File: config.mk
export PLATFORM = sky130hd
export DESIGN_NAME = lfc_framer
export DESIGN_NICKNAME = d
export VERILOG_FILES = /design/src/lfc_pkg.sv /design/src/lfc_fifo.sv /design/src/lfc_framer.sv
export SDC_FILE = /design/constraint.sdc
export NUM_CORES = 2
export LEC_CHECK = 0
export BUFFER_PORTS_ARGS = -buffer_cell sky130_fd_sc_hd__buf_2
export CAP_MARGIN = 5
export CORE_MARGIN = 2
export CORE_UTILIZATION = 65
export CTS_CLUSTER_DIAMETER = 30
export DETAILED_ROUTE_END_ITERATION = 7
export PLACE_DENSITY = 0.94
export SLEW_MARGIN = 20
export SYNTH_ARGS = -nofsm -noshare
export SYNTH_HDL_FRONTEND = slang
export SYNTH_SLANG_ARGS = --single-unit
File: constraint.sdc
create_clock -name clock_i -period 16.4 [get_ports clock_i]
set_input_delay 2.46 -clock clock_i [delete_from_list [all_inputs] [get_ports clock_i]]
set_output_delay 2.46 -clock clock_i [all_outputs]
set_load 0.05 [all_outputs]
File: src/lfc_pkg.sv
package lfc_pkg;
  // ----------------------------------------
  // Block layout
  // ----------------------------------------
  localparam int          PAY_W      = 64;
  localparam int          BLK_W      = 66;
  localparam int          FIFO_DEPTH = 8;
  localparam int          IDX_W      = 5;
  localparam int          EMB_W      = 8;
  localparam logic [4:0]  BLK_LAST   = 5'h1F;
  // ----------------------------------------
  // Header stream layout
  // ----------------------------------------
  localparam int          CRC_W      = 12;
  localparam int          FEC_W      = 26;
  localparam int          GRP_N      = 4;
  localparam int          GRP_BITS   = 3;
  localparam int          GRP_STEP   = 4;
  localparam int          FEC_HI_N   = 22;
  localparam int          EXT_MULTIBLOCK_END_FLAG_POS  = 22;
  localparam int          FEC_MID    = 23;
  localparam int          FEC_LO     = 24;
  localparam int          CMD_N      = 7;
  localparam logic [31:0] CRC_ONES   = 32'h80A88888;
  localparam logic [31:0] CMD_MASK   = 32'h07170000;
  localparam logic [31:0] END_ZEROS  = 32'h78000000;
  localparam logic [31:0] FEC_ONES   = 32'h80000000;
  // Taps below the top term; the top term is implied
  localparam logic [11:0] CRC_POLY   = 12'h30F;
  localparam logic [25:0] FEC_POLY   = 26'h0220211;
  // ----------------------------------------
  // Header stream select codes
  // ----------------------------------------
  localparam logic [1:0]  MODE_CRC12 = 2'h0;
  localparam logic [1:0]  MODE_FEC   = 2'h2;
endpackage

File: src/lfc_fifo.sv
module lfc_fifo #(
  parameter int WIDTH = 64,
  parameter int DEPTH = 8
) (
  // Clock and reset
  input  wire logic             clock_i,
  input  wire logic             rst_n_i,
  input  wire logic             clk_en_i,
  // Fill side
  input  wire logic             in_valid_i,
  input  wire logic [WIDTH-1:0] in_data_i,
  output logic                  in_ready_o,
  // Drain side
  output logic                  out_valid_o,
  output logic [WIDTH-1:0]      out_data_o,
  input  wire logic             out_ready_i
);
  localparam int AW = $clog2(DEPTH);

  typedef struct packed {
    logic [DEPTH-1:0][WIDTH-1:0] mem;
    logic [AW-1:0]               wr_ptr;
    logic [AW-1:0]               rd_ptr;
    logic [AW:0]                 count;
    logic                        full;
    logic                        out_valid;
    logic [WIDTH-1:0]            out_data;
  } lfc_fifo_state_t;

  lfc_fifo_state_t st_reg;
  lfc_fifo_state_t st_next;

  logic push;
  logic pop;

  always_comb begin
    st_next = st_reg;
    push    = in_valid_i && !st_reg.full;
    pop     = (st_reg.count != '0) && (!st_reg.out_valid || out_ready_i);
    if (out_ready_i) begin
      st_next.out_valid = 1'b0;
    end
    // Read data always leave through the output register
    if (pop) begin
      st_next.out_valid = 1'b1;
      st_next.out_data  = st_reg.mem[st_reg.rd_ptr];
      st_next.rd_ptr    = st_reg.rd_ptr + 1'b1;
    end
    if (push) begin
      st_next.mem[st_reg.wr_ptr] = in_data_i;
      st_next.wr_ptr             = st_reg.wr_ptr + 1'b1;
    end
    st_next.count = st_reg.count + {{AW{1'b0}}, push} - {{AW{1'b0}}, pop};
    st_next.full  = (st_next.count == (AW+1)'(DEPTH));
  end

  always_ff @(posedge clock_i) begin
    if (!rst_n_i) begin
      st_reg <= '0;
    end else if (clk_en_i) begin
      st_reg <= st_next;
    end
  end

  assign in_ready_o  = !st_reg.full;
  assign out_valid_o = st_reg.out_valid;
  assign out_data_o  = st_reg.out_data;
endmodule

File: src/lfc_framer.sv
module lfc_framer (
  // Clock and reset
  input  wire logic                           clock_i,
  input  wire logic                           rst_n_i,
  input  wire logic                           clk_en_i,
  // Timing reference pin
  input  wire logic                           sysref_i,
  // Configuration
  input  wire logic [1:0]                     header_stream_select_i,
  input  wire logic [lfc_pkg::EMB_W-1:0]      emb_count_i,
  // Scrambled payload in
  input  wire logic                           data_valid_i,
  input  wire logic [lfc_pkg::PAY_W-1:0]      data_i,
  output logic                                data_ready_o,
  // Block stream out
  input  wire logic                           tx_ready_i,
  output logic                                block_valid_o,
  output logic [lfc_pkg::BLK_W-1:0]           block_o,
  // Framing markers
  output logic                                multiblock_end_pilot_o,
  output logic                                ext_multiblock_end_flag_o,
  output logic                                ext_multiblock_timing_clock_o,
  output logic                                idle_fill_o
);
  // ----------------------------------------
  // State
  // ----------------------------------------
  typedef struct packed {
    logic [2:0]                    sref_sync;
    logic [lfc_pkg::IDX_W-1:0]     blk_idx;
    logic [lfc_pkg::EMB_W-1:0]     mb_idx;
    logic [lfc_pkg::CRC_W-1:0]     crc;
    logic [lfc_pkg::CRC_W-1:0]     crc_par;
    logic [lfc_pkg::FEC_W-1:0]     fec;
    logic [lfc_pkg::FEC_W-1:0]     fec_par;
    logic [lfc_pkg::BLK_W-1:0]     blk;
    logic [lfc_pkg::IDX_W-1:0]     out_idx;
    logic                          out_fec;
    logic                          blk_valid;
    logic                          pilot;
    logic                          ext_multiblock_end_flag;
    logic                          ext_multiblock_timing_clock;
    logic                          fill;
  } lfc_state_t;

  lfc_state_t                  st_reg;
  lfc_state_t                  st_next;

  logic                        fifo_valid;
  logic [lfc_pkg::PAY_W-1:0]   fifo_data;
  logic                        fifo_ready;
  logic                        sref_edge;
  logic                        fec_sel;
  logic [lfc_pkg::EMB_W-1:0]   e_last;
  logic                        last_mb;
  logic [lfc_pkg::PAY_W-1:0]   payload;
  logic [lfc_pkg::CRC_W-1:0]   crc_new;
  logic [lfc_pkg::FEC_W-1:0]   fec_new;
  logic [31:0]                 stream;
  logic                        hdr;

  // ----------------------------------------
  // Parity generators, one 64-bit payload word per step
  // ----------------------------------------
  // Bit 0 of the payload is the first on the line
  function automatic logic [lfc_pkg::CRC_W-1:0] crc_step(input logic [lfc_pkg::CRC_W-1:0] s_in,
                                                         input logic [lfc_pkg::PAY_W-1:0] d);
    logic [lfc_pkg::CRC_W-1:0] s;
    logic                      fb;
    s = s_in;
    for (int i = 0; i < lfc_pkg::PAY_W; i++) begin
      fb = s[lfc_pkg::CRC_W-1] ^ d[i];
      s  = {s[lfc_pkg::CRC_W-2:0], 1'b0} ^ (fb ? lfc_pkg::CRC_POLY : '0);
    end
    return s;
  endfunction

  function automatic logic [lfc_pkg::FEC_W-1:0] fec_step(input logic [lfc_pkg::FEC_W-1:0] s_in,
                                                         input logic [lfc_pkg::PAY_W-1:0] d);
    logic [lfc_pkg::FEC_W-1:0] s;
    logic                      fb;
    s = s_in;
    for (int i = 0; i < lfc_pkg::PAY_W; i++) begin
      fb = s[lfc_pkg::FEC_W-1] ^ d[i];
      s  = {s[lfc_pkg::FEC_W-2:0], 1'b0} ^ (fb ? lfc_pkg::FEC_POLY : '0);
    end
    return s;
  endfunction

  // ----------------------------------------
  // Header stream word for one multiblock
  // ----------------------------------------
  function automatic logic [31:0] build_stream(input logic                      fec,
                                               input logic [lfc_pkg::CRC_W-1:0] cp,
                                               input logic [lfc_pkg::FEC_W-1:0] fp,
                                               input logic                      ext_multiblock_end_flag);
    logic [31:0] s;
    s = '0;
    if (fec) begin
      s = lfc_pkg::FEC_ONES;
      for (int k = 0; k < lfc_pkg::FEC_HI_N; k++) begin
        s[k] = fp[lfc_pkg::FEC_W-1-k];
      end
      s[lfc_pkg::FEC_MID] = fp[lfc_pkg::GRP_BITS];
      for (int t = 0; t < lfc_pkg::GRP_BITS; t++) begin
        s[lfc_pkg::FEC_LO+t] = fp[lfc_pkg::GRP_BITS-1-t];
      end
    end else begin
      s = lfc_pkg::CRC_ONES;
      for (int j = 0; j < lfc_pkg::GRP_N; j++) begin
        for (int t = 0; t < lfc_pkg::GRP_BITS; t++) begin
          s[lfc_pkg::GRP_STEP*j+t] = cp[lfc_pkg::CRC_W-1-lfc_pkg::GRP_BITS*j-t];
        end
      end
    end
    s[lfc_pkg::EXT_MULTIBLOCK_END_FLAG_POS] = ext_multiblock_end_flag;
    return s;
  endfunction

  // ----------------------------------------
  // Payload buffer
  // ----------------------------------------
  // Drained once per advancing block; stalls reach the source
  lfc_fifo #(
    .WIDTH (lfc_pkg::PAY_W),
    .DEPTH (lfc_pkg::FIFO_DEPTH)
  ) u_fifo (
    .clock_i     (clock_i),
    .rst_n_i     (rst_n_i),
    .clk_en_i    (clk_en_i),
    .in_valid_i  (data_valid_i),
    .in_data_i   (data_i),
    .in_ready_o  (data_ready_o),
    .out_valid_o (fifo_valid),
    .out_data_o  (fifo_data),
    .out_ready_i (fifo_ready)
  );

  // ----------------------------------------
  // Framing logic
  // ----------------------------------------
  assign sref_edge  = st_reg.sref_sync[1] && !st_reg.sref_sync[2];
  assign fifo_ready = tx_ready_i && !sref_edge;
  // Codes other than FEC fall back to CRC-12, the only other supported stream
  assign fec_sel    = (header_stream_select_i == lfc_pkg::MODE_FEC);
  assign e_last     = (emb_count_i == '0) ? '0 : emb_count_i - 1'b1;
  assign last_mb    = (st_reg.mb_idx >= e_last);

  always_comb begin
    st_next              = st_reg;
    st_next.sref_sync    = {st_reg.sref_sync[1:0], sysref_i};
    st_next.blk_valid    = 1'b0;
    st_next.pilot        = 1'b0;
    st_next.ext_multiblock_timing_clock         = 1'b0;
    st_next.fill         = 1'b0;
    // Idle blocks keep the multiblock cadence when no payload waits
    payload              = fifo_valid ? fifo_data : '0;
    crc_new              = crc_step((st_reg.blk_idx == '0) ? '0 : st_reg.crc, payload);
    fec_new              = fec_step((st_reg.blk_idx == '0) ? '0 : st_reg.fec, payload);
    stream               = build_stream(fec_sel, st_reg.crc_par, st_reg.fec_par, last_mb);
    hdr                  = stream[st_reg.blk_idx];
    if (sref_edge) begin
      // Phase of the extended multiblock timing restarts here
      st_next.blk_idx    = '0;
      st_next.mb_idx     = '0;
      st_next.crc        = '0;
      st_next.fec        = '0;
      st_next.crc_par    = '0;
      st_next.fec_par    = '0;
    end else if (tx_ready_i) begin
      st_next.blk        = {payload, hdr, ~hdr};
      st_next.blk_valid  = 1'b1;
      st_next.fill       = !fifo_valid;
      st_next.out_idx    = st_reg.blk_idx;
      st_next.out_fec    = fec_sel;
      st_next.ext_multiblock_end_flag      = last_mb;
      st_next.pilot      = (st_reg.blk_idx == lfc_pkg::BLK_LAST);
      st_next.ext_multiblock_timing_clock       = (st_reg.blk_idx == '0) && (st_reg.mb_idx == '0);
      st_next.crc        = crc_new;
      st_next.fec        = fec_new;
      if (st_reg.blk_idx == lfc_pkg::BLK_LAST) begin
        st_next.crc_par  = crc_new;
        st_next.fec_par  = fec_new;
        st_next.blk_idx  = '0;
        st_next.mb_idx   = last_mb ? '0 : st_reg.mb_idx + 1'b1;
      end else begin
        st_next.blk_idx  = st_reg.blk_idx + 1'b1;
      end
    end
  end

  always_ff @(posedge clock_i) begin
    if (!rst_n_i) begin
      st_reg <= '0;
    end else if (clk_en_i) begin
      st_reg <= st_next;
    end
  end

  assign block_valid_o                 = st_reg.blk_valid;
  assign block_o                       = st_reg.blk;
  assign multiblock_end_pilot_o        = st_reg.pilot;
  assign ext_multiblock_end_flag_o     = st_reg.ext_multiblock_end_flag;
  assign ext_multiblock_timing_clock_o = st_reg.ext_multiblock_timing_clock;
  assign idle_fill_o                   = st_reg.fill;
endmodule

# --- Word level (Yosys, flattened, before mapping) ---
# Index checks and enable logic that the tools add are counted.
op_classes:
  muxes: 150
  n_lt_le_gt_ge: 5
  n_eq_ne: 3
  reduce_logical: 24
  n_addsub: 7
  n_bitwise: 258
ops:
  columns: ["op", "n"]
  rows:
  - ["XOR 26 x 22 -> 26 bit", 64]
  - ["2-to-1 mux 22 bit", 64]
  - ["XOR 12 x 10 -> 12 bit", 64]
  - ["2-to-1 mux 10 bit", 64]
  - ["bitwise mux 512 bit", 1]
  - ["binary-select mux 64 bit (select 3 bit)", 1]
  - ["demux 64 bit (select 3 bit)", 1]
  - ["2-to-1 mux 64 bit", 3]
  - ["2-to-1 mux 166 bit", 1]
  - ["XOR 1 bit", 128]
  - ["2-to-1 mux 89 bit", 1]
  - ["2-to-1 mux 65 bit", 1]
  - ["2-to-1 mux 26 bit", 2]
  - ["2-to-1 mux 27 bit", 1]
  - ["2-to-1 mux 12 bit", 2]
  - ["2-to-1 mux 8 bit", 3]
  - ["logical NOT 8 bit", 2]
  - ["2-to-1 mux 5 bit", 2]
  - ["adder 8 x 1 -> 8 bit, second input constant", 1]
  - ["greater-or-equal comparator 8 bit", 1]
  - ["less-than comparator 3 x 4 -> 1 bit, second input constant", 2]
  - ["AND reduction 2 bit", 4]
  - ["subtractor 8 x 1 -> 8 bit, second input constant", 1]
  - ["adder 3 x 1 -> 3 bit, second input constant", 2]
  - ["other kinds (18)", 31]
word_totals:
  input_bits: 80
  reg_bits: 757
  elab_cells: 476
  out_inout_bits: 72

# --- Logic depth before layout (Yosys ltp) ---
depth:
  word_depth: 197
  mapped_depth: 22
  mapped_depth_nobuf: 22

# --- Modules after synthesis ---
# A second synthesis with hierarchy kept.
hier_totals:
  cells_unflattened: 4548
  area_unflattened_um2: 39665.5
modules_own_cells:
  columns: ["module", "seq_area_each_um2", "n_inst", "cells_per_inst", "area_per_inst_um2"]
  rows:
  - ["lfc_fifo", 11771.3, 1, 2875, 24554.8]
  - ["lfc_framer", 3263.1, 1, 1673, 15110.7]

# --- Worst setup path before layout ---
# No wires, ideal clock.
synth_timing:
  kind: "reg2reg"
  startpoint: "register st_reg[161] in the netlist's numbering"
  endpoint: "register st_reg[138] in the netlist's numbering"
  t_arrival_ns: 6.621
  synth_period_minus_slack_ns: 6.692
  setup_ns: 0.071
  required_ns: 16.329
  n_path_buf: 1
  stages_incl_launch_ff: 21
  path_slack_ns: 9.708
  cell_sequence: "dfxtp_1 inv_2 ha_1 nor4b_4 nor2_2 xnor2_4 xnor3_1 buf_2 xnor2_2 xnor3_1 xnor3_1 xor2_2 xor3_1 xnor3_2 xnor3_2 xnor2_2 xnor3_1 xnor3_2 xnor3_1 xnor3_1 o21ai_1"
synth_via:
  elab_chain_len: 113
  elab_cells_between_ends: 198
  cone_classes: "eq/ne: 1; mux: 67; bitwise: 127; reduce/logical: 3"
synth_lines:
  columns: ["item", "line_no", "text"]
  rows:
  - ["start: declaration", "lfc_framer.sv:46", "lfc_state_t st_reg;"]
  - ["start signal: assignment", "lfc_framer.sv:196", "st_reg <= st_next;"]
  - ["logical NOT 5 bit", "lfc_framer.sv:158", "crc_new = crc_step((st_reg.blk_idx == '0) ? '0 : st_reg.crc, payload);"]
  - ["2-to-1 mux 12 bit", "lfc_framer.sv:158", null]
  - ["XOR 1 bit", "lfc_framer.sv:72", "fb = s[lfc_pkg::CRC_W-1] ^ d[i];"]
  - ["2-to-1 mux 10 bit", "lfc_framer.sv:73", "s = {s[lfc_pkg::CRC_W-2:0], 1'b0} ^ (fb ? lfc_pkg::CRC_POLY : '0);"]
  - ["XOR 12 x 10 -> 12 bit (3 in a row)", "lfc_framer.sv:73", null]
  - ["XOR 1 bit", "lfc_framer.sv:72", null]
  - ["2-to-1 mux 10 bit", "lfc_framer.sv:73", null]
  - ["XOR 12 x 10 -> 12 bit (3 in a row)", "lfc_framer.sv:73", null]
  - ["[91 not listed]", null, null]
  - ["2-to-1 mux 10 bit", "lfc_framer.sv:73", null]
  - ["XOR 12 x 10 -> 12 bit (3 in a row)", "lfc_framer.sv:73", null]
  - ["XOR 1 bit", "lfc_framer.sv:72", null]
  - ["2-to-1 mux 10 bit", "lfc_framer.sv:73", null]
  - ["XOR 12 x 10 -> 12 bit", "lfc_framer.sv:73", null]
  - ["2-to-1 mux 12 bit", "lfc_framer.sv:181", "if (st_reg.blk_idx == lfc_pkg::BLK_LAST) begin"]
  - ["2-to-1 mux 166 bit", "lfc_framer.sv:170", "end else if (tx_ready_i) begin"]
  - ["2-to-1 mux 89 bit", "lfc_framer.sv:162", "if (sref_edge) begin"]
# Several ways; a longest one is shown, not always the timed one. The select of a mux whose other input is x is not followed.
# A chain may end at the register's enable or synchronous reset.

# --- Final worst setup path ---
layout_timing:
  startpoint: "register st_reg[161] in the netlist's numbering"
  endpoint: "register st_reg[150] in the netlist's numbering"
layout_via:
  elab_chain_len: 112
  elab_cells_between_ends: 194
  cone_classes: "mux: 66; bitwise: 127; reduce/logical: 1"
layout_lines:
  columns: ["item", "line_no"]
  rows:
  - ["logical NOT 5 bit (*)", "lfc_framer.sv:158"]
  - ["2-to-1 mux 12 bit (*)", "lfc_framer.sv:158"]
  - ["XOR 1 bit", "lfc_framer.sv:72"]
  - ["2-to-1 mux 10 bit", "lfc_framer.sv:73"]
  - ["XOR 12 x 10 -> 12 bit (*) (3 in a row)", "lfc_framer.sv:73"]
  - ["XOR 1 bit", "lfc_framer.sv:72"]
  - ["2-to-1 mux 10 bit", "lfc_framer.sv:73"]
  - ["XOR 12 x 10 -> 12 bit (*) (3 in a row)", "lfc_framer.sv:73"]
  - ["[90 not listed]", null]
  - ["XOR 1 bit", "lfc_framer.sv:72"]
  - ["2-to-1 mux 10 bit", "lfc_framer.sv:73"]
  - ["XOR 12 x 10 -> 12 bit (*) (3 in a row)", "lfc_framer.sv:73"]
  - ["XOR 1 bit", "lfc_framer.sv:72"]
  - ["2-to-1 mux 10 bit", "lfc_framer.sv:73"]
  - ["XOR 12 x 10 -> 12 bit (*)", "lfc_framer.sv:73"]
  - ["2-to-1 mux 166 bit (*)", "lfc_framer.sv:170"]
  - ["2-to-1 mux 89 bit (*)", "lfc_framer.sv:162"]
# Mark *: on every way between the ends. The rest lies on a longest branch, timed or not. The select of a mux whose other input is x is not followed.

==> impl_metrics.py <==
metrics = {
    "clock_tree": {
        "cts_tree": "done",
        "clock-sinks": 751,
        "cts_made_buffers": 132,
        "hold_buffers": 0,
        "cts_root_buf": "clkbuf_16",
        "h-tree-depth": 4,
        "ctsLongestPathBuffers": 3,
        "clock_latency_ps": 740,
        "post_cts_buffers": 0,
        "cts_resized": 0,
        "clk_pin_slew_ps": 50,
    },
    "detailed_routing": {
        "routedWlPerCell_microns": 23.6,
        "num_vias": 34300,
        "routed_wl_microns": 126000,
        "dr.pass1.iters": 8,
        "drcViolationCount": 0,
        "antenna_left": 0,
        "drt_first_iter_violations": 5220,
        "via_per_inst": 6.42,
    },
    "logic_synthesis": {
        "synth_edf_count": 0,
        "yosysWarnings": 0,
        "ys_seq_elements": 751,
        "synth_top_area_frac": 0.368,
        "synth_area_sq_mm": 0.0408,
        "synth_fp_nets": 4618,
        "synth_top_flop_cell": "dfxtp_1",
        "yosysSeqAreaShare": 0.368,
        "syn_inst": 4516,
        "synth-async-reset-ratio": 0,
        "yosysTopAreaCell": "dfxtp_1",
        "avgSynthCellArea_sq_um": 9.04,
        "synthTopCellsByArea": "dfxtp_1 37%, nand2_1 13%, a21boi_0 11%, mux4_2 7.3%, xnor2_1 7.1%",
        "ys_types": 61,
    },
    "place": {
        "place.gp.congestion": 0.990,
        "port_buffers": 151,
        "dpl.hpwl_microns": 69700,
    },
    "critical_path": {
        "worstSetupEndpointType": "flop",
        "required_ps": 17040,
        "cp-start-kind": "flop",
        "critPathKind": "flop to flop",
        "regToRegSetupSlack_ps": 8140,
        "cp_max_fo": 22,
        "cp_data_arrival_time_ps": 8900,
    },
    "sta": {
        "skew_ps": 43.4,
        "period_minus_slack_ps": 8260,
        "post-route-period-util": 0.504,
        "maxSlewHeadroom": 0.161,
        "finalSetupViolations": 0,
        "tightest_slew_ps": 1260,
        "max_freq_ghz": 0.121,
        "hold_violations": 0,
        "setup-tns-final_ps": 0,
        "slew_viol_final": 0,
        "rsz0062_at_grt": "false",
    },
    "floorplanning": {
        "coreArea_sq_mm": 0.0619,
        "rows": 91,
        "initial_core_util": 0.659,
        "io_pins": 152,
        "die_h_microns": 255,
        "die_w_microns": 255,
        "die-area_sq_mm": 0.0648,
    },
    "layout": {
        "area_growth_pct": 11.1,
        "drive_gt1_frac": 0.131,
        "fillCellCount": 3794,
        "nNetsFinal": 4476,
        "largest_register_ffs": 523,
    },
    "worst_hold_path": {
        "hold_class": "flop to flop",
    },
    "flow_run": {
        "cap_violations": 0,
    },
    "grt": {
        "grt_pass1_vias": 33900,
        "grt_pass1_wl_microns": 191000,
        "grt_antenna_before_repair": 22,
        "grt_usage": 0.385,
        "gr-total-overflow": 0,
        "grt_start_max_net_pins": 311,
    },
    "outcome": {
        "status": "finished clean",
    },
}
## through the flow
step / cells / hold WS, ps / util / setup WS, ps / area (sq um)
detailed placement: 5077 / 454 / 0.658 / 8350 / 40700
floorplan: 4516 / 420 / - / 9710 / 40800
global placement: 5077 / 448 / 0.658 / 8640 / 40700
global route: 5327 / 477 / 0.732 / 7800 / 45300
finish: 5339 / 455 / 0.732 / 8140 / 45300
CTS: 5318 / 460 / 0.731 / 8210 / 45300
## layer usage
metal / part of all wire / track usage / wire length (microns) / vias up
li1: - / - / - / 14600
met1: 0.35 / 0.465 / 44400 / 16300
met2: 0.46 / 0.606 / 58100 / 2640
met3: 0.12 / 0.0979 / 14800 / 717
met4: 0.068 / 0.262 / 8500 / 16
met5: 0.00072 / 0 / 91 / -
## path summary, 6_finish.rpt
kind                                                 end                startpoint  depth (start not counted)
worst max-delay path            st_reg[150]$_SDFFE_PN0P_  st_reg[161]$_SDFFE_PN0P_                         19
worst min-delay path            block_o[49]$_SDFFE_PN0P_  block_o[49]$_SDFFE_PN0P_                          2
worst max register to register  st_reg[150]$_SDFFE_PN0P_  st_reg[161]$_SDFFE_PN0P_                         19
worst min register to register  block_o[49]$_SDFFE_PN0P_  block_o[49]$_SDFFE_PN0P_                          2
## cells in the mapped netlist, drive strengths merged, types with 3 or more instances
library cell and number:
nand2 1411, dfxtp 751, a21boi 586, xnor2 338
clkbuf 270, buf 189, xor2 151, mux4 132
nor2 87, xnor3 84, mux2i 81, o21ai 74
o211a 67, and2 61, nand3 34, nor2b 33
xor3 24, ha 21, inv 17, a21oi 15
nand2b 15, a22oi 10, nor3 9, nor3b 9
and3 5, o22ai 4, a31oi 3, nand3b 3
nand4 3, o21a 3, or3 3
## area by class of cell
type,instances,area (sq um),area share
clock inverters,79,983,0.0217
diodes,21,52.6,0.00116
repair buffers,183,1030,0.0227
clock buffers,162,3570,0.0787
multi-input cells,3289,23600,0.519
well taps,837,1050,0.0231
flip-flops and latches,751,15000,0.332
inverters,17,63.8,0.00141
## logic make-up (layout without fill, tap and decap cells)
| family | after synthesis | in the layout | share of synthesized area |
|---|---|---|---|
| AO/OA/AOI/OAI | 773 | 773 | 0.141 |
| XOR/XNOR | 597 | 597 | 0.168 |
| adder cells (fa/ha/maj) | 22 | 22 | 0.00693 |
| buffers and inverters | 476 | 441 | 0.0564 |
| flip-flops | 751 | 751 | 0.368 |
| multiplexers | 215 | 215 | 0.0933 |
| other | 0 | 21 | 0 |
| AND/OR/NAND/NOR | 1682 | 1682 | 0.166 |
## worst max-delay path, cell delays in order, from the launching register on
cell and delay (ps):
dfxtp_1 460, inv_2 250, ha_1 240, or4b_1 880, nand2_1 210, mux2i_1 160
xnor2_1 630, xnor3_1 610, xnor3_1 400, xnor3_1 260, xor2_1 440, xnor3_1 560
xnor2_1 340, xnor3_2 460, xnor2_2 300, xnor3_1 520, xnor3_2 480, xnor3_1 430
xnor3_1 390, o21ai_1 150
## cells in the final DEF, fill, tap and decap left out, types with 12 or more instances in the layout
cell type	synthesis	routed
and2_1	61	60
xnor2_1	331	331
nor2b_1	33	33
clkbuf_16	0	133
o211a_1	67	67
nor2_1	85	82
diode_2	0	21
dfxtp_1	751	747
nand3_1	34	33
clkbuf_8	0	13
inv_6	0	16
xnor3_1	78	78
ha_1	21	21
clkbuf_1	266	16
mux4_2	132	132
buf_2	13	150
xor3_1	22	22
xor2_1	147	147
inv_1	16	16
clkinv_2	0	12
nand2_1	1411	1410
a21oi_1	15	15
o21ai_0	69	69
mux2i_1	81	81
nand2b_1	15	15
clkinvlp_4	0	14
a21boi_0	586	586
buf_4	127	30
Power is not shown: default switching activity piles up to over one toggle a cycle in this logic, so the estimate is an artifact.
